<file path="config.mk">
export PLATFORM = sky130hd
export DESIGN_NAME = parallel_io_port
export DESIGN_NICKNAME = d
export VERILOG_FILES = /design/src/hw/gpio_port_pkg.sv /design/src/hw/pin_sync2.sv /design/src/hw/parallel_io_port.sv
export SDC_FILE = /design/constraint.sdc
export NUM_CORES = 1
export LEC_CHECK = 0
export ABC_CLOCK_PERIOD_IN_PS = 6900
export BUFFER_PORTS_ARGS = -buffer_cell sky130_fd_sc_hd__buf_2
export CELL_PAD_IN_SITES_DETAIL_PLACEMENT = 1
export CELL_PAD_IN_SITES_GLOBAL_PLACEMENT = 2
export CORE_ASPECT_RATIO = 0.9
export CORE_MARGIN = 10
export CORE_UTILIZATION = 39
export DETAILED_ROUTE_END_ITERATION = 16
export MAX_ROUTING_LAYER = met4
export PLACE_DENSITY_LB_ADDON = 0.1
export SYNTH_ARGS = -nofsm -noshare
export SYNTH_HDL_FRONTEND = slang
export SYNTH_SLANG_ARGS = --single-unit
export TNS_END_PERCENT = 30
</file>
<file path="constraint.sdc">
create_clock -name ref_clk_in -period 6.9 [get_ports ref_clk_in]
set_input_delay 1.38 -clock ref_clk_in [delete_from_list [all_inputs] [get_ports ref_clk_in]]
set_output_delay 1.38 -clock ref_clk_in [all_outputs]
set_load 0.1 [all_outputs]
</file>
<file path="src/hw/gpio_port_pkg.sv">
// Constants, register map and types for the parallel I/O port block.
// Assumes a 16-bit port behind a 32-bit classic Wishbone slave.
package gpio_port_pkg;

    // ****************************************************************
    // Widths and pin masks.
    // ****************************************************************
    localparam int          PORT_W      = 16;
    localparam int          DATA_W      = 32;
    localparam int          ADR_W       = 8;
    localparam int          SEL_W       = 4;
    // Pins present on this port; absent pins read as zero everywhere.
    localparam logic [15:0] IMPL_MASK   = 16'hBFFF;
    // Pins that share a function with an analog input.
    localparam logic [15:0] ANALOG_MASK = 16'h00FF;
    // Pin that carries the comparator reference output.
    localparam logic [15:0] CREF_MASK   = 16'h0400;

    // ****************************************************************
    // Register map: byte address = index * 16 + companion * 4.
    // ****************************************************************
    localparam logic [3:0]  IDX_DIR     = 4'h0;
    localparam logic [3:0]  IDX_PORT    = 4'h1;
    localparam logic [3:0]  IDX_LAT     = 4'h2;
    localparam logic [3:0]  IDX_ODC     = 4'h3;
    localparam logic [3:0]  IDX_ANCFG   = 4'h4;
    localparam logic [3:0]  IDX_CNEN    = 4'h5;
    localparam logic [3:0]  IDX_CNPU    = 4'h6;

    // ****************************************************************
    // Values after reset.
    // ****************************************************************
    localparam logic [15:0] DIR_RST     = IMPL_MASK;
    localparam logic [15:0] LAT_RST     = 16'h0000;
    localparam logic [15:0] ODC_RST     = 16'h0000;
    localparam logic [15:0] ANCFG_RST   = 16'h0000;
    localparam logic [15:0] CNEN_RST    = 16'h0000;
    localparam logic [15:0] CNPU_RST    = 16'h0000;
    localparam logic [15:0] SYNC_RST    = 16'h0000;
    localparam logic [31:0] RDATA_RST   = 32'h0000_0000;

    // Companion selected by address bits 3:2.
    typedef enum logic [1:0] {
        OP_BASE = 2'b00,
        OP_CLR  = 2'b01,
        OP_SET  = 2'b10,
        OP_INV  = 2'b11
    } cmp_op_t;

endpackage : gpio_port_pkg

</file>
<file path="src/hw/pin_sync2.sv">
// Two-stage synchroniser for a bus of independent pin levels.
// Assumes each bit is a slow level; no word coherence is promised.
`timescale 1ns/1ps
module pin_sync2 #(
    parameter int W = 16
) (
    // Clock, reset and freeze.
    input  wire logic         ref_clk_in,
    input  wire logic         srst_in,
    input  wire logic         ce_in,
    // Levels.
    input  wire logic [W-1:0] async_in,
    output logic      [W-1:0] sync_out
);

    // ****************************************************************
    // Synchroniser stages.
    // ****************************************************************
    logic [W-1:0] stage1;
    logic [W-1:0] stage2;
    logic [W-1:0] next_stage1;
    logic [W-1:0] next_stage2;

    // Only the second stage reads the first, to give metastability a
    // full cycle to settle.
    always_comb begin
        next_stage1 = stage1;
        next_stage2 = stage2;
        if (srst_in) begin
            next_stage1 = '0;
            next_stage2 = '0;
        end else if (ce_in) begin
            next_stage1 = async_in;
            next_stage2 = stage1;
        end
    end

    // Register the stages.
    always_ff @(posedge ref_clk_in) begin
        stage1 <= next_stage1;
        stage2 <= next_stage2;
    end

    assign sync_out = stage2;

endmodule : pin_sync2

</file>
<file path="src/hw/parallel_io_port.sv">
// Parallel I/O port: direction, latch, pin read, companions, analog
// select, open drain, change notification and pull-ups.
// Assumes one clock, a synchronous reset and a Wishbone master.
//
// Decided for this implementation: the placing of the registers and the Wishbone register port.
`timescale 1ns/1ps

module parallel_io_port (
    // Clock, reset and freeze.
    input  wire logic                              ref_clk_in,
    input  wire logic                              srst_in,
    input  wire logic                              ce_in,
    // Wishbone slave.
    input  wire logic                              wb_cyc_in,
    input  wire logic                              wb_stb_in,
    input  wire logic                              wb_we_in,
    input  wire logic [gpio_port_pkg::ADR_W-1:0]   wb_adr_in,
    input  wire logic [gpio_port_pkg::SEL_W-1:0]   wb_sel_in,
    input  wire logic [gpio_port_pkg::DATA_W-1:0]  wb_dat_in,
    output logic      [gpio_port_pkg::DATA_W-1:0]  wb_dat_out,
    output logic                                   wb_ack_out,
    // Pins.
    input  wire logic [gpio_port_pkg::PORT_W-1:0]  pin_in,
    output logic      [gpio_port_pkg::PORT_W-1:0]  pin_out,
    output logic      [gpio_port_pkg::PORT_W-1:0]  pin_oe_out,
    output logic      [gpio_port_pkg::PORT_W-1:0]  pullup_en_out,
    output logic      [gpio_port_pkg::PORT_W-1:0]  analog_switch_out,
    // Comparator reference and change notification.
    input  wire logic                              cref_enable_in,
    output logic                                   change_irq_out
);
    import gpio_port_pkg::*;

    // ****************************************************************
    // Declarations.
    // ****************************************************************
    logic [15:0] pin_direction;
    logic [15:0] output_latch;
    logic [15:0] open_drain_select;
    logic [15:0] analog_pin_config;
    logic [15:0] change_notify_enable;
    logic [15:0] change_pullup_enable;
    logic [15:0] next_pin_direction;
    logic [15:0] next_output_latch;
    logic [15:0] next_open_drain_select;
    logic [15:0] next_analog_pin_config;
    logic [15:0] next_change_notify_enable;
    logic [15:0] next_change_pullup_enable;
    logic        wb_ack;
    logic        next_wb_ack;
    logic [31:0] wb_dat;
    logic [31:0] next_wb_dat;
    logic [15:0] pin_sync;
    logic [15:0] sync_prev;
    logic [15:0] next_sync_prev;
    logic        change_irq;
    logic        next_change_irq;
    logic [15:0] digital_en;
    logic [15:0] port_view;
    logic [15:0] cref_mask;
    logic [15:0] change_hit;
    logic [15:0] byte_mask;
    logic [15:0] wr_data;
    logic [3:0]  reg_idx;
    cmp_op_t     reg_op;
    logic        bus_req;
    logic        wr_go;

    // Base write, clear, set or invert of the bits picked by mask.
    function automatic logic [15:0] apply_op(
        input logic [15:0] old_val,
        input logic [15:0] wd,
        input logic [15:0] bm,
        input cmp_op_t     op
    );
        logic [15:0] hit;
        hit = wd & bm;
        case (op)
            OP_BASE: apply_op = (old_val & ~bm) | hit;
            OP_CLR:  apply_op = old_val & ~hit;
            OP_SET:  apply_op = old_val | hit;
            OP_INV:  apply_op = old_val ^ hit;
            default: apply_op = old_val;
        endcase
    endfunction : apply_op

    // ****************************************************************
    // Pin input path.
    // ****************************************************************
    // Pins are asynchronous to the clock, so both read path and change
    // detection see only the synchronised copy.
    pin_sync2 #(.W(PORT_W)) u_pin_sync (
        .ref_clk_in (ref_clk_in),
        .srst_in    (srst_in),
        .ce_in      (ce_in),
        .async_in   (pin_in),
        .sync_out   (pin_sync)
    );

    // Analog pins lose their digital input; pins without an analog
    // function are always digital.
    assign digital_en = analog_pin_config | ~ANALOG_MASK;
    assign port_view  = pin_sync & digital_en & IMPL_MASK;
    assign cref_mask  = cref_enable_in ? CREF_MASK : 16'h0000;

    // ****************************************************************
    // Bus decode.
    // ****************************************************************
    assign reg_idx   = wb_adr_in[7:4];
    assign reg_op    = cmp_op_t'(wb_adr_in[3:2]);
    assign bus_req   = wb_cyc_in & wb_stb_in;
    // The write lands on the edge that also shows ack to the master.
    assign wr_go     = ce_in & bus_req & wb_we_in & wb_ack;
    assign byte_mask = {{8{wb_sel_in[1]}}, {8{wb_sel_in[0]}}};
    assign wr_data   = wb_dat_in[15:0];

    // ****************************************************************
    // Register file next values.
    // ****************************************************************
    always_comb begin
        next_pin_direction        = pin_direction;
        next_output_latch         = output_latch;
        next_open_drain_select    = open_drain_select;
        next_analog_pin_config    = analog_pin_config;
        next_change_notify_enable = change_notify_enable;
        next_change_pullup_enable = change_pullup_enable;
        if (srst_in) begin
            next_pin_direction        = DIR_RST;
            next_output_latch         = LAT_RST;
            next_open_drain_select    = ODC_RST;
            next_analog_pin_config    = ANCFG_RST;
            next_change_notify_enable = CNEN_RST;
            next_change_pullup_enable = CNPU_RST;
        end else if (wr_go) begin
            // Every base register has the three companions.
            case (reg_idx)
                IDX_DIR:   next_pin_direction = IMPL_MASK & apply_op(
                    pin_direction, wr_data, byte_mask, reg_op);
                // A port write and a latch write share one latch.
                IDX_PORT, IDX_LAT: next_output_latch = IMPL_MASK & apply_op(
                    output_latch, wr_data, byte_mask, reg_op);
                IDX_ODC:   next_open_drain_select = IMPL_MASK & apply_op(
                    open_drain_select, wr_data, byte_mask, reg_op);
                IDX_ANCFG: next_analog_pin_config = ANALOG_MASK & IMPL_MASK
                    & apply_op(analog_pin_config, wr_data, byte_mask, reg_op);
                IDX_CNEN:  next_change_notify_enable = IMPL_MASK & apply_op(
                    change_notify_enable, wr_data, byte_mask, reg_op);
                IDX_CNPU:  next_change_pullup_enable = IMPL_MASK & apply_op(
                    change_pullup_enable, wr_data, byte_mask, reg_op);
                default:   next_pin_direction = pin_direction;
            endcase
        end
    end

    // Register the register file; a low clock enable freezes it.
    always_ff @(posedge ref_clk_in) begin
        if (srst_in || ce_in) begin
            pin_direction        <= next_pin_direction;
            output_latch         <= next_output_latch;
            open_drain_select    <= next_open_drain_select;
            analog_pin_config    <= next_analog_pin_config;
            change_notify_enable <= next_change_notify_enable;
            change_pullup_enable <= next_change_pullup_enable;
        end
    end

    // ****************************************************************
    // Bus answer.
    // ****************************************************************
    // Ack one cycle after the request, dropped the cycle after. Reads
    // of companions and unmapped offsets answer zero.
    always_comb begin
        next_wb_ack = 1'b0;
        next_wb_dat = wb_dat;
        if (srst_in) begin
            next_wb_dat = RDATA_RST;
        end else if (bus_req && !wb_ack) begin
            next_wb_ack = 1'b1;
            next_wb_dat = RDATA_RST;
            if (!wb_we_in && reg_op == OP_BASE) begin
                case (reg_idx)
                    IDX_DIR:   next_wb_dat[15:0] = pin_direction;
                    IDX_PORT:  next_wb_dat[15:0] = port_view;
                    IDX_LAT:   next_wb_dat[15:0] = output_latch;
                    IDX_ODC:   next_wb_dat[15:0] = open_drain_select;
                    IDX_ANCFG: next_wb_dat[15:0] = analog_pin_config;
                    IDX_CNEN:  next_wb_dat[15:0] = change_notify_enable;
                    IDX_CNPU:  next_wb_dat[15:0] = change_pullup_enable;
                    default:   next_wb_dat[15:0] = 16'h0000;
                endcase
            end
        end
    end

    // Register the bus answer.
    always_ff @(posedge ref_clk_in) begin
        if (srst_in || ce_in) begin
            wb_ack <= next_wb_ack;
            wb_dat <= next_wb_dat;
        end
    end

    assign wb_ack_out = wb_ack;
    assign wb_dat_out = wb_dat;

    // ****************************************************************
    // Change notification.
    // ****************************************************************
    // A pin in analog mode has no digital input and cannot notify.
    assign change_hit = (pin_sync ^ sync_prev) & change_notify_enable &
                        digital_en;

    always_comb begin
        next_sync_prev  = pin_sync;
        next_change_irq = |change_hit;
        if (srst_in) begin
            next_sync_prev  = SYNC_RST;
            next_change_irq = 1'b0;
        end
    end

    // Register previous sample and request pulse.
    always_ff @(posedge ref_clk_in) begin
        if (srst_in || ce_in) begin
            sync_prev  <= next_sync_prev;
            change_irq <= next_change_irq;
        end
    end

    assign change_irq_out = change_irq;

    // ****************************************************************
    // Pin drivers.
    // ****************************************************************
    // Open drain: a latch one releases the pin instead of driving it.
    assign pin_out           = output_latch & ~open_drain_select;
    assign pin_oe_out        = ~pin_direction & IMPL_MASK &
                               ~(open_drain_select & output_latch) &
                               ~cref_mask;
    assign pullup_en_out     = change_pullup_enable;
    assign analog_switch_out = (~digital_en & IMPL_MASK) | cref_mask;
endmodule : parallel_io_port

</file>
==> reports/results.tsv <==
stage	metric	value	unit
worst_setup_path	path_cells	buf_2 > nor2b_1 > and2_1 > a21o_1	
synth	synth_cells	962	
clocking	cts_post_setup_buffers_inserted	0	
route	ant_nets	0	
worst_setup_path	critical-path-max-stage-delay	0.79	ns
worst_setup_path	worstPathRequired	6.95	ns
global_routing	grt_pass1_vias	7797	
outcome	status	finished, final reports clean	
floorplanning	die_area	31200	sq um
final_layout	areaGrowthSynthToFinish	13.4	%
sta	finalCritPeriodShare	53.1	%
synth	async_reset_ff_share	0	%
power_and_ir_drop	p_clk_share	37.2	%
final_layout	final_cell_mix	edfxtp_1 (115), buf_2 (112), nand2_1 (101)	
clocking	cts_buffer_depth	2	
worst_setup_path	path_max_fanout	18	
clocking	clk_root_buffer_cell	clkbuf_16	
sta	fin_crit	3.67	ns
final_layout	fillers	2749	
worst_setup_path	crit_family	simple AND/OR/NAND/NOR gates	
power_and_ir_drop	switchingPower	0.950	mW
route	routed_via_density	5.66	
synth	yosysWarnings	0	
floorplanning	row_count	54	
floorplanning	die_x	185	microns
global_routing	grt_usage	19.6	%
place	dp_hpwl	21000	microns
floorplanning	start_util	39.6	%
place	dpl_cell_area	10200	sq um
sta	fin_setup_tns	0	ns
place	place.gp.congestion	0.798	
clocking	cts_resized	0	
global_routing	antenna_found_initial	0	
route	remaining_drc_errors	0	
final_layout	postLayoutCoreUtil	44.9	%
synth	syn_area	9570	sq um
clocking	clock_latency	0.43	ns
route	routedWlPerCell	22.3	microns
final_layout	drive_gt1_share	15.4	%
synth	synth_area_per_cell	9.95	sq um
run	max_cap_viol_count	0	
place	portBuffers	115	
floorplanning	coreArea	24200	sq um
floorplanning	die_h	169	microns
worst_setup_path	worst-setup-path-type	in2reg	
synth	synth_edf_count	115	
sta	setup_viol	0	
clocking	htreeDepth	4	
place	dp.cells	1324	
final_layout	final_common_cell	edfxtp_1	
power_and_ir_drop	switching_share	34.7	%
synth	ys_ff_latch	145	
clocking	numCtsBuffers	17	
route	vias	7670	
sta	slew_headroom	36.0	%
sta	finClkSkew	0.0156	ns
power_and_ir_drop	combPwrFrac	23.4	%
worst_setup_path	arrival	3.71	ns
global_routing	grt_first_pass_wirelength	46500	microns
synth	post_synth_num_cell_types	47	
route	dr.pass1.iters	5	
clocking	clk_pin_slew	0.06	ns
sta	max_freq	0.273	GHz
sta	finalHoldViolations	0	
final_layout	diodes	0	
worst_setup_path	cp-end-kind	flip-flop	
worst_setup_path	setup.worst_path.start_class	input pin	
clocking	hold_buffers	0	
sta	tightest_slew	0.959	ns
final_layout	fin_area	10900	sq um
clocking	cts_sinks	145	
worst_setup_path	critPathSlowestCell	a21o_1	
worst_setup_path	crit_buf_inv	1	
power_and_ir_drop	ir_drop	0.146	mV
route	drt_iter0_markers	413	
synth	seq_area_frac_synth	42.4	%
floorplanning	ios	165	
worst_hold_path	hold_path_class	reg2reg	
sta	rsz0062_at_grt	no	
power_and_ir_drop	p_seq_share	39.4	%
power_and_ir_drop	p_leak	4.69	nW
route	routed_wl	30200	microns
clocking	cts_tree	built	
sta	slew_violations	0	
final_layout	instances_no_fill	1356	
final_layout	fin_nets	1185	
power_and_ir_drop	intPower	1.79	mW
power_and_ir_drop	power_density	252	nW/um^2
global_routing	grt_max_degree	81	
global_routing	overflow	0	
synth	synth_ff_type	edfxtp_1	
sequential cells by signal, indices dropped and copies added (netlist names), 15 cells and up:
register	count
wb_dat_out	15
pullup_en_out	15
change_notify_enable	15
open_drain_select	15
u_pin_sync.stage1	15
pin_direction	15
u_pin_sync.sync_out	15
output_latch	15
sync_prev	15
metal layers:
layer	track usage (%)	part of all wire [%]	vias to the layer above
li1	-	-	3669
met1	25.0	46	3799
met2	32.2	49	178
met3	2.91	3.8	24
met4	4.70	1.5	0
met5	-	0	-
tightest hold or removal path, stage by stage, from the launching register on:
cell and delay, ns:
dfxtp_1 0.33, mux2i_1 0.07, nor2_1 0.07
Yosys cell counts, types with 2 or more instances:
cell type	count	area share (%)
nand2_1	101	4.0
a21oi_1	82	4.3
ha_1	83	11
buf_4	28	2.2
mux2i_1	60	6.3
a221o_1	15	1.6
clkbuf_1	36	1.4
nand2b_1	17	1.1
mux2_1	8	0.94
buf_1	8	0.31
and3_1	2	0.13
inv_1	39	1.5
o21ai_1	22	1.2
nor2b_1	31	2.0
and2b_1	2	0.16
a21o_1	29	2.3
nor4b_2	2	0.31
a22o_1	5	0.46
edfxtp_1	115	36
a31oi_1	17	1.1
a32oi_1	2	0.18
nand3_1	6	0.31
nor2_1	33	1.3
a211oi_1	69	5.4
xor2_1	15	1.4
nor3b_2	2	0.26
and2_1	3	0.20
dfxtp_1	30	6.3
buf_2	23	1.2
o21ai_0	31	1.6
a22oi_1	30	2.4
power by group through the flow:
| stage | logic [mW] | clock network [mW] | registers [mW] |
|---|---|---|---|
| finish | 0.641 | 1.02 | 1.08 |
| global route | 0.698 | 1.07 | 1.09 |
| CTS | 0.647 | 1.03 | 1.08 |
| detailed placement | 0.642 | 0 | 1.10 |
| global placement | 0.628 | 0 | 1.09 |
| floorplan | 0.447 | 0 | 1.16 |
path summary, 6_finish.rpt:
path / startpoint / endpoint / slack (ns) / depth (start not counted)
max reg2reg: wb_ack_out$_SDFFCE_PP0P_ / pullup_en_out[6]$_SDFFCE_PP0P_ / 4.72 / 4
min reg2reg: u_pin_sync.stage1[13]$_SDFFE_PP0P_ / u_pin_sync.sync_out[13]$_SDFFE_PP0P_ / 0.50 / 2
max: wb_adr_in[4] / change_notify_enable[6]$_SDFFCE_PP0P_ / 3.23 / 4
min: u_pin_sync.stage1[13]$_SDFFE_PP0P_ / u_pin_sync.sync_out[13]$_SDFFE_PP0P_ / 0.50 / 2
kinds of logic (layout without fill, tap and decap cells):
kind of cell,count (synthesis),count (layout),synth area share [%]
multiplexers,68,68,7.22
flip-flops,145,145,42.4
buffers and inverters,136,196,6.82
AO/OA/AOI/OAI,308,308,21.0
adder cells (fa/ha/maj),83,83,10.9
XOR/XNOR,15,15,1.37
AND/OR/NAND/NOR,206,206,10.4
other,1,27,0.0392
layout make-up:
type | count | area [sq um] | share of cell area (%)
clock buffer | 23 | 533 | 4.91
clock inverter | 9 | 113 | 1.04
inverter | 39 | 146 | 1.35
multi-input combinational | 707 | 4960 | 45.7
sequential | 145 | 4050 | 37.4
tap | 308 | 385 | 3.55
timing repair buffer | 125 | 658 | 6.07
per-stage QoR:
stage	setup WS (ns)	power, mW	hold WS [ns]
floorplan	1.92	1.60	0.460
global placement	2.88	1.72	0.481
detailed placement	2.86	1.74	0.488
CTS	3.29	2.75	0.505
global route	3.16	2.85	0.533
finish	3.23	2.74	0.497
Power figures use the tool's default switching activity.
